`src/rtl/psm_pkg.sv`:
```
package psm_pkg;

  // stabilisation delay, in cpu clock cycles
  localparam int unsigned STAB_SHORT_CYC = 256;
  localparam int unsigned STAB_LONG_CYC  = 4096;
  localparam int unsigned CNT_W          = 13;
  localparam int unsigned DIV_W          = 4;

  // mask level forced into the condition code register on entry
  localparam logic [1:0] MASK_ALL_ENABLED = 2'h2;

  // reported operating mode
  localparam logic [2:0] MODE_RUN         = 3'h0;
  localparam logic [2:0] MODE_SLOW        = 3'h1;
  localparam logic [2:0] MODE_WAIT        = 3'h2;
  localparam logic [2:0] MODE_SLOW_WAIT   = 3'h3;
  localparam logic [2:0] MODE_ACTIVE_HALT = 3'h4;
  localparam logic [2:0] MODE_HALT        = 3'h5;
  localparam logic [2:0] MODE_STABILISE   = 3'h6;

  typedef enum logic [2:0] {
    ST_RUN,
    ST_WAIT,
    ST_AHALT,
    ST_HALT,
    ST_STAB,
    ST_HREST
  } psm_state_e;

  typedef struct packed {
    logic cpu;
    logic periph;
    logic timebase;
    logic osc;
  } clk_gate_s;

  typedef struct packed {
    psm_state_e             state;
    logic [DIV_W-1:0]       div_cnt;
    logic [CNT_W-1:0]       stab_cnt;
    logic                   stab_reset;
    logic [CNT_W-1:0]       guard_cnt;
    logic                   guard_on;
    clk_gate_s              gates;
    logic                   mask_force;
    logic                   vector_req;
    logic                   vector_is_reset;
    logic                   wdg_reset_req;
    logic [2:0]             mode;
  } psm_st_s;

  localparam psm_st_s ST_RESET = '{
    state:           ST_RUN,
    div_cnt:         '0,
    stab_cnt:        '0,
    stab_reset:      1'b0,
    guard_cnt:       '0,
    guard_on:        1'b0,
    gates:           '{cpu: 1'b1, periph: 1'b1, timebase: 1'b1, osc: 1'b1},
    mask_force:      1'b0,
    vector_req:      1'b0,
    vector_is_reset: 1'b0,
    wdg_reset_req:   1'b0,
    mode:            MODE_RUN
  };

endpackage

```
`src/rtl/power_saving_mode_control.sv`:
```
// How it works
// - reset starts run mode at master clock
// - slow mode divides master clock by 2-16
// - wait during slow mode gives slow-wait
// - wait instruction stops cpu, peripherals keep running
// - wait entry forces mask bits to 10
// - interrupt or reset leaves wait via vector
// - cpu stacks condition codes before servicing
// - halt instruction: timebase enable picks active-halt
// - active-halt exits only on timebase or reset
// - timebase exit no delay; reset exit delayed
// - halt entries force mask; pending irq wakes
// - active-halt keeps only oscillator and timebase
// - active-halt with watchdog gives no reset
// - halt stops oscillator, cpu and peripherals
// - halt wake: oscillator on, delay, then resume
// - watchdog on and option 0: reset not halt
module power_saving_mode_control #(
  parameter int unsigned STAB_SHORT = psm_pkg::STAB_SHORT_CYC,
  parameter int unsigned STAB_LONG  = psm_pkg::STAB_LONG_CYC
) (
  // clock and reset
  input  wire logic               core_clk,
  input  wire logic               resetn,
  // clock controller configuration
  input  wire logic               slow_mode_enable,
  input  wire logic [1:0]         clock_prescale_select,
  input  wire logic               timebase_irq_enable,
  input  wire logic               long_delay_select,
  // watchdog
  input  wire logic               watchdog_enabled,
  input  wire logic               watchdog_in_stop_option,
  // cpu core and interrupt controller
  input  wire logic               wait_for_irq_instr,
  input  wire logic               halt_instr,
  input  wire logic               irq_pending,
  input  wire logic               irq_wake_capable,
  input  wire logic               timebase_irq,
  input  wire logic               reset_wake_req,
  output logic                    mask_force,
  output logic [1:0]              mask_force_val,
  output logic                    vector_req,
  output logic                    vector_is_reset,
  output logic                    wdg_reset_req,
  // clock gating and status
  output psm_pkg::clk_gate_s      clk_gates,
  output logic [2:0]              psm_mode
);

  psm_pkg::psm_st_s s_r;
  psm_pkg::psm_st_s s_nxt;

  logic [psm_pkg::CNT_W-1:0] dly;
  logic [psm_pkg::DIV_W-1:0] div_mask;
  logic                      tick;
  logic                      tick_nxt;

  function automatic logic [psm_pkg::DIV_W-1:0] slow_mask(input logic       en,
                                                          input logic [1:0] cp);
    logic [psm_pkg::DIV_W-1:0] m;
    m = '0;
    if (en) begin
      m = psm_pkg::DIV_W'((5'h02 << cp) - 5'h01);
    end
    return m;
  endfunction

  function automatic logic [2:0] mode_of(input psm_pkg::psm_state_e st, input logic slow);
    logic [2:0] m;
    case (st)
      psm_pkg::ST_RUN:   m = slow ? psm_pkg::MODE_SLOW : psm_pkg::MODE_RUN;
      psm_pkg::ST_WAIT:  m = slow ? psm_pkg::MODE_SLOW_WAIT : psm_pkg::MODE_WAIT;
      psm_pkg::ST_AHALT: m = psm_pkg::MODE_ACTIVE_HALT;
      psm_pkg::ST_HALT:  m = psm_pkg::MODE_HALT;
      psm_pkg::ST_HREST: m = psm_pkg::MODE_HALT;
      default:           m = psm_pkg::MODE_STABILISE;
    endcase
    return m;
  endfunction

  // static delay choice; a change mid-count only affects the next wake
  assign dly      = long_delay_select ? psm_pkg::CNT_W'(STAB_LONG)
                                      : psm_pkg::CNT_W'(STAB_SHORT);
  // without slow mode every master clock cycle is a core tick
  assign div_mask = slow_mask(slow_mode_enable, clock_prescale_select);
  assign tick     = (s_r.div_cnt & div_mask) == div_mask;
  // from the register side, so the state copy never feeds itself
  assign tick_nxt = (psm_pkg::DIV_W'(s_r.div_cnt + 4'h1) & div_mask) == div_mask;

  always_comb begin
    s_nxt               = s_r;
    s_nxt.div_cnt       = s_r.div_cnt + 4'h1;
    s_nxt.mask_force    = 1'b0;
    s_nxt.vector_req    = 1'b0;
    s_nxt.wdg_reset_req = 1'b0;

    // guard period after a timebase wake from active-halt
    if (s_r.guard_on && tick) begin
      s_nxt.guard_cnt = s_r.guard_cnt - 13'h0001;
      if (s_r.guard_cnt <= 13'h0001) begin
        s_nxt.guard_on = 1'b0;
      end
    end

    case (s_r.state)
      psm_pkg::ST_RUN: begin
        if (s_r.guard_on && !timebase_irq_enable) begin
          s_nxt.state = psm_pkg::ST_HREST;
        end else if (halt_instr) begin
          if (timebase_irq_enable) begin
            // timebase keeps the watchdog from biting here
            s_nxt.mask_force = 1'b1;
            if (irq_pending) begin
              s_nxt.vector_req      = 1'b1;
              s_nxt.vector_is_reset = 1'b0;
            end else begin
              s_nxt.state = psm_pkg::ST_AHALT;
            end
          end else if (watchdog_enabled && !watchdog_in_stop_option) begin
            s_nxt.wdg_reset_req = 1'b1;
          end else begin
            s_nxt.mask_force = 1'b1;
            if (irq_pending) begin
              s_nxt.state      = psm_pkg::ST_STAB;
              s_nxt.stab_cnt   = dly;
              s_nxt.stab_reset = 1'b0;
            end else begin
              s_nxt.state = psm_pkg::ST_HALT;
            end
          end
        end else if (wait_for_irq_instr) begin
          s_nxt.mask_force = 1'b1;
          if (irq_pending) begin
            s_nxt.vector_req      = 1'b1;
            s_nxt.vector_is_reset = 1'b0;
          end else begin
            s_nxt.state = psm_pkg::ST_WAIT;
          end
        end
      end
      psm_pkg::ST_WAIT: begin
        if (reset_wake_req || irq_pending) begin
          // the cpu stacks the condition codes when it takes the vector
          s_nxt.state           = psm_pkg::ST_RUN;
          s_nxt.vector_req      = 1'b1;
          s_nxt.vector_is_reset = reset_wake_req;
        end
      end
      psm_pkg::ST_AHALT: begin
        if (reset_wake_req) begin
          s_nxt.state      = psm_pkg::ST_STAB;
          s_nxt.stab_cnt   = dly;
          s_nxt.stab_reset = 1'b1;
        end else if (timebase_irq) begin
          s_nxt.state           = psm_pkg::ST_RUN;
          s_nxt.vector_req      = 1'b1;
          s_nxt.vector_is_reset = 1'b0;
          s_nxt.guard_on        = 1'b1;
          s_nxt.guard_cnt       = dly;
        end
      end
      psm_pkg::ST_HALT: begin
        if (reset_wake_req || irq_wake_capable) begin
          s_nxt.state      = psm_pkg::ST_STAB;
          s_nxt.stab_cnt   = dly;
          s_nxt.stab_reset = reset_wake_req;
        end
      end
      psm_pkg::ST_STAB: begin
        if (tick) begin
          s_nxt.stab_cnt = s_r.stab_cnt - 13'h0001;
          if (s_r.stab_cnt <= 13'h0001) begin
            s_nxt.state           = psm_pkg::ST_RUN;
            s_nxt.vector_req      = 1'b1;
            s_nxt.vector_is_reset = s_r.stab_reset;
          end
        end
      end
      psm_pkg::ST_HREST: begin
        // held with cpu, peripherals and timebase stopped, oscillator running, until the guard period runs out
        if (!s_r.guard_on || (s_r.guard_cnt <= 13'h0001 && tick)) begin
          s_nxt.state = psm_pkg::ST_RUN;
        end
      end
      default: begin
        s_nxt.state = psm_pkg::ST_RUN;
      end
    endcase

    // outputs follow the next state, so they line up with the state register
    s_nxt.gates.osc      = s_nxt.state != psm_pkg::ST_HALT;
    s_nxt.gates.cpu      = tick_nxt && (s_nxt.state == psm_pkg::ST_RUN);
    s_nxt.gates.periph   = tick_nxt && (s_nxt.state == psm_pkg::ST_RUN ||
                                        s_nxt.state == psm_pkg::ST_WAIT);
    s_nxt.gates.timebase = tick_nxt && (s_nxt.state == psm_pkg::ST_RUN ||
                                        s_nxt.state == psm_pkg::ST_WAIT ||
                                        s_nxt.state == psm_pkg::ST_AHALT);
    s_nxt.mode           = mode_of(s_nxt.state, slow_mode_enable);
  end

  always_ff @(posedge core_clk or negedge resetn) begin
    if (!resetn) begin
      s_r <= psm_pkg::ST_RESET;
    end else begin
      s_r <= s_nxt;
    end
  end

  assign mask_force      = s_r.mask_force;
  assign mask_force_val  = psm_pkg::MASK_ALL_ENABLED;
  assign vector_req      = s_r.vector_req;
  assign vector_is_reset = s_r.vector_is_reset;
  assign wdg_reset_req   = s_r.wdg_reset_req;
  assign clk_gates       = s_r.gates;
  assign psm_mode        = s_r.mode;

  // helper: core ticks spent in the stabilisation state
  logic [psm_pkg::CNT_W-1:0] stab_ticks_r;

  always_ff @(posedge core_clk or negedge resetn) begin
    if (!resetn) begin
      stab_ticks_r <= '0;
    end else if (s_r.state != psm_pkg::ST_STAB) begin
      stab_ticks_r <= '0;
    end else if (tick) begin
      stab_ticks_r <= stab_ticks_r + 13'h0001;
    end
  end
endmodule

```
`config.mk`:
```
export PLATFORM = sky130hd
export DESIGN_NAME = power_saving_mode_control
export DESIGN_NICKNAME = d
export VERILOG_FILES = /design/src/rtl/psm_pkg.sv /design/src/rtl/power_saving_mode_control.sv
export SDC_FILE = /design/constraint.sdc
export NUM_CORES = 1
export LEC_CHECK = 0
export ABC_CLOCK_PERIOD_IN_PS = 3300
export BUFFER_PORTS_ARGS = -buffer_cell sky130_fd_sc_hd__buf_4
export CAP_MARGIN = 10
export CORE_MARGIN = 2
export CORE_UTILIZATION = 40
export CTS_BUF_LIST = sky130_fd_sc_hd__clkbuf_4
export DETAILED_ROUTE_END_ITERATION = 16
export PLACE_DENSITY_LB_ADDON = 0.2
export SETUP_SLACK_MARGIN = 0.02
export SYNTH_ARGS = -nofsm -noshare
export SYNTH_HDL_FRONTEND = slang
export SYNTH_SLANG_ARGS = --single-unit
```
`constraint.sdc`:
```
create_clock -name core_clk -period 3.3 [get_ports core_clk]
set_clock_uncertainty 0.15 [all_clocks]
set_input_delay 0.495 -clock core_clk [delete_from_list [all_inputs] [get_ports core_clk]]
set_output_delay 0.495 -clock core_clk [all_outputs]
set_load 0.005 [all_outputs]
```
==> summary.md <==
| Metric | Value |
|---|---|
| Initial Util | between 40% and 50% |
| Crit path top cell by count | or4_4 |
| Slew Limit Fails | 0 |
| CTS Buf Count | 5 |
| Static leakage | 1.281 nW |
| Critical path's largest stage delay | 590 ps |
| Fin crit period | 2988 ps |
| Sequential-to-total area share from yosys stat | 45.95% |
| Hold Buf Count CTS | 1 |
| GRT overflow | 0 |
| Routed Antenna Nets | 0 |
| Final hold violations | 0 |
| Cell variety after synth | 52 |
| Worst path slowest cell | or4b_1 |
| HPWL after DPL | 3.589 mm |
| Register area | 1156 µm² |
| Post-CTS Setup Bufs | 0 |
| Gate count of the mapped netlist | ~280 |
| MaxCap Viol Count | 0 |
| Syn. warnings | 0 |
| H-tree depth | 2 |
| Unrepaired setup endpoints after global routing | no |
| Die Wd | 83.31 µm |
| Die area | around 6900 µm² |
| DR vias | between 1500 and 2000 |
| Share of cells above drive strength 1 | 16.89% |
| Final Cycle Share | 90.56% |
| VDD IR-drop max | 301.2 µV |
| Routed WL | 5.102 mm |
| FFs w/ async S/R, synth | 100.0% |
| Gr busiest metal | met2 |
| DR DRC count | 0 |
| Syn_area_per_cell | 9.117 µm² |
| Synthesis-to-layout area growth | 11.14% |
| Met1 Use GR | 20.10% |
| Core ar. | 5991 µm² |
| Critical path required time | ~3400 ps |
| Post-synth EDFFs | 0 |
| Final Wtd Congestion | roughly 0.79 |
| Vias per cell | 5.310 |
| Post-CTS resize count | 0 |
| Filler cells | 595 |
| Design Power | between 0.002 and 0.0025 W |
| TNS Setup | 0 ps |
| Hold WS | 227.1 ps |
| Met2 Track Usage GR | between 20% and 30% |
| GRT Overall Usage | 15.19% |
| Clk Latency, worst-skew pair | about 360 ps |
| Die Y | 83.31 µm |
| Largest net degree at the start of global routing | 47 |
| Synth Net Count | 296 |
| PD cells | 804.2 nW/µm² |
| Worst Setup Start Kind | register |
| Fmax achieved | 334.6 MHz |
| Root buf cell | clkbuf_4 |
| Multi-input logic area | 1207 µm² |
| Initial antenna violation count | 0 |
| HP Class | input pin to register |
| # rows | 28 |
| CP arrival | 3100 ps |
| Drt first pass iters | 4 |
| Final setup fails | 0 |
| Max-slew headroom | 56.64% |
| ANT cells | 0 |
| M3 GR Usage | between 3 and 4% |
| Max FO, Critical Path | 5 |
| Post-synth top flop | dfrtp_1 |
| Clk slew on worst S/H paths | roughly 140 ps |
| Wire length per cell | 13.75 µm |
| Netlist Area Pre-Place | roughly 2500 µm² |
| Number of global-route vias before repair | approximately 1900 |
| Pre-CTS WS | about 290 ps |
| Clock sinks | 46 |
| Post-route setup slack | roughly 310 ps |
| Final core occ | 46.68% |
| Port-buffer cells | 25 |
| CP Cell Sequence | or4_4 -> or4_4 -> nor3_2 -> a21oi_1 -> or4b_1 -> mux2_4 |
| Outcome | finished, final reports clean |
| CTS tree | done |
| CP Capture Type | register |
| Nets | 315 |
| # IOs | 28 |
| Clk buf depth | 2 |
| Critical path class | register to register |
| DR iter-0 viols | 75 |
| Yosys reg bits | 46 |
| First-pass GRT wire length | approximately 8.7 mm |
| Worst-Margin Slew | between 600 and 700 ps |
## synthesized netlist by cell type (2+ instances only)
master	n	area, µm²
a21o_1	2	15.01
a21oi_1	9	45.04
a311oi_1	2	17.52
a31o_2	2	17.52
a31oi_1	4	25.02
and3_1	2	12.51
buf_2	2	10.01
buf_4	9	67.56
clkbuf_1	7	26.28
conb_1	2	7.510
dfrtp_1	42	1051
dfstp_2	4	105.1
ha_1	5	62.56
inv_1	12	45.04
nand2_1	17	63.81
nand2b_1	5	31.28
nand3_1	9	45.04
nand4_1	4	25.02
nand4b_1	4	35.03
nor2_1	48	180.2
nor3_1	10	50.05
nor3b_1	4	30.03
nor4_1	4	25.02
o2111ai_1	3	26.28
o211ai_1	2	15.01
o21a_1	2	15.01
o21ai_0	13	65.06
o22ai_1	2	12.51
or2_2	2	12.51
or4_4	2	22.52
xnor2_1	5	43.79
xor2_1	16	140.1
## kinds of logic (layout without fill, tap and decap cells)
logic type / count (synthesis) / after routing / share of synthesized area, %
buf+inv: 31 / 51 / 6.066
fa+ha+maj: 5 / 5 / 2.486
simple gates: 120 / 120 / 24.02
flops: 46 / 46 / 45.95
mux: 1 / 1 / 0.5965
compound gates: 50 / 50 / 13.28
xor+xnor: 21 / 21 / 7.310
other cells: 2 / 2 / 0.2985
## flip-flops by register name, indices dropped and copies added (netlist names)
name and cells:
vector_req 1, psm_mode 3, mask_force 1, vector_is_reset 1
s_r 35, wdg_reset_req 1, clk_gates 4
## worst max-delay path, delay by kind of cell (launching register included)
family,cells,cell delay [ps]
mux,1,330
simple gates,4,1840
flops,1,440
compound gates,1,130
## where the power goes
group          total (W)  internal [W]  switching, W
clock           0.000267     0.0000831      0.000184
sequential      0.000993      0.000793      0.000201
combinational   0.000988      0.000448      0.000540
total            0.00225       0.00132      0.000925
## per-stage QoR
stage / std cells / instance area [µm²]
2_1_floorplan: 276 / 2516
3_3_place_gp: 362 / 2728
3_5_place_dp: 362 / 2728
4_1_cts: 371 / 2796
5_1_grt: 371 / 2796
6_report: 371 / 2796
## worst paths after layout
kind / start / end / slack, ps / cells past startpoint
setup / recovery: s_r[29]$_DFFE_PN0P_ / psm_mode[0]$_DFF_PN0_ / 310 / 6
hold / removal: long_delay_select / s_r[24]$_DFF_PN0_ / 230 / 3
setup reg to reg: s_r[29]$_DFFE_PN0P_ / psm_mode[0]$_DFF_PN0_ / 310 / 6
hold reg to reg: s_r[42]$_DFF_PN0_ / s_r[42]$_DFF_PN0_ / 360 / 1
max in group asynchronous: resetn / s_r[28]$_DFFE_PN0P_ / 2080 / 2
min in group asynchronous: resetn / psm_mode[2]$_DFF_PN0_ / 500 / 2
## final cells by class
| cell class | count | share of cell area [%] |
|---|---|---|
| clock buffer | 5 | 1.342 |
| clock inverter | 3 | 0.7606 |
| inverter | 12 | 1.611 |
| multi-input combinational | 199 | 43.18 |
| sequential | 46 | 41.34 |
| tap | 75 | 3.356 |
| timing repair buffer | 31 | 8.412 |
## cells in the final DEF, fill, tap and decap left out, drive strengths merged, types with 2 or more instances in the layout
master and count:
a21o 2, a21oi 9, a311oi 2, a31o 2
a31oi 4, and3 2, buf 30, clkbuf 5
clkinv 2, conb 2, dfrtp 42, dfstp 4
ha 5, inv 12, nand2 17, nand2b 5
nand3 9, nand4 4, nand4b 4, nor2 48
nor3 11, nor3b 4, nor4 4, o2111ai 3
o211ai 2, o21a 2, o21ai 13, o22ai 2
or2 2, or4 3, xnor2 5, xor2 16
## layer usage
| metal | up-vias | part of all wire, % |
|---|---|---|
| li1 | 992 | - |
| met1 | 921 | 47 |
| met2 | 52 | 47 |
| met3 | 5 | 4.9 |
| met4 | 0 | 1.1 |
| met5 | - | 0 |
(Power assumes the default switching activity.)
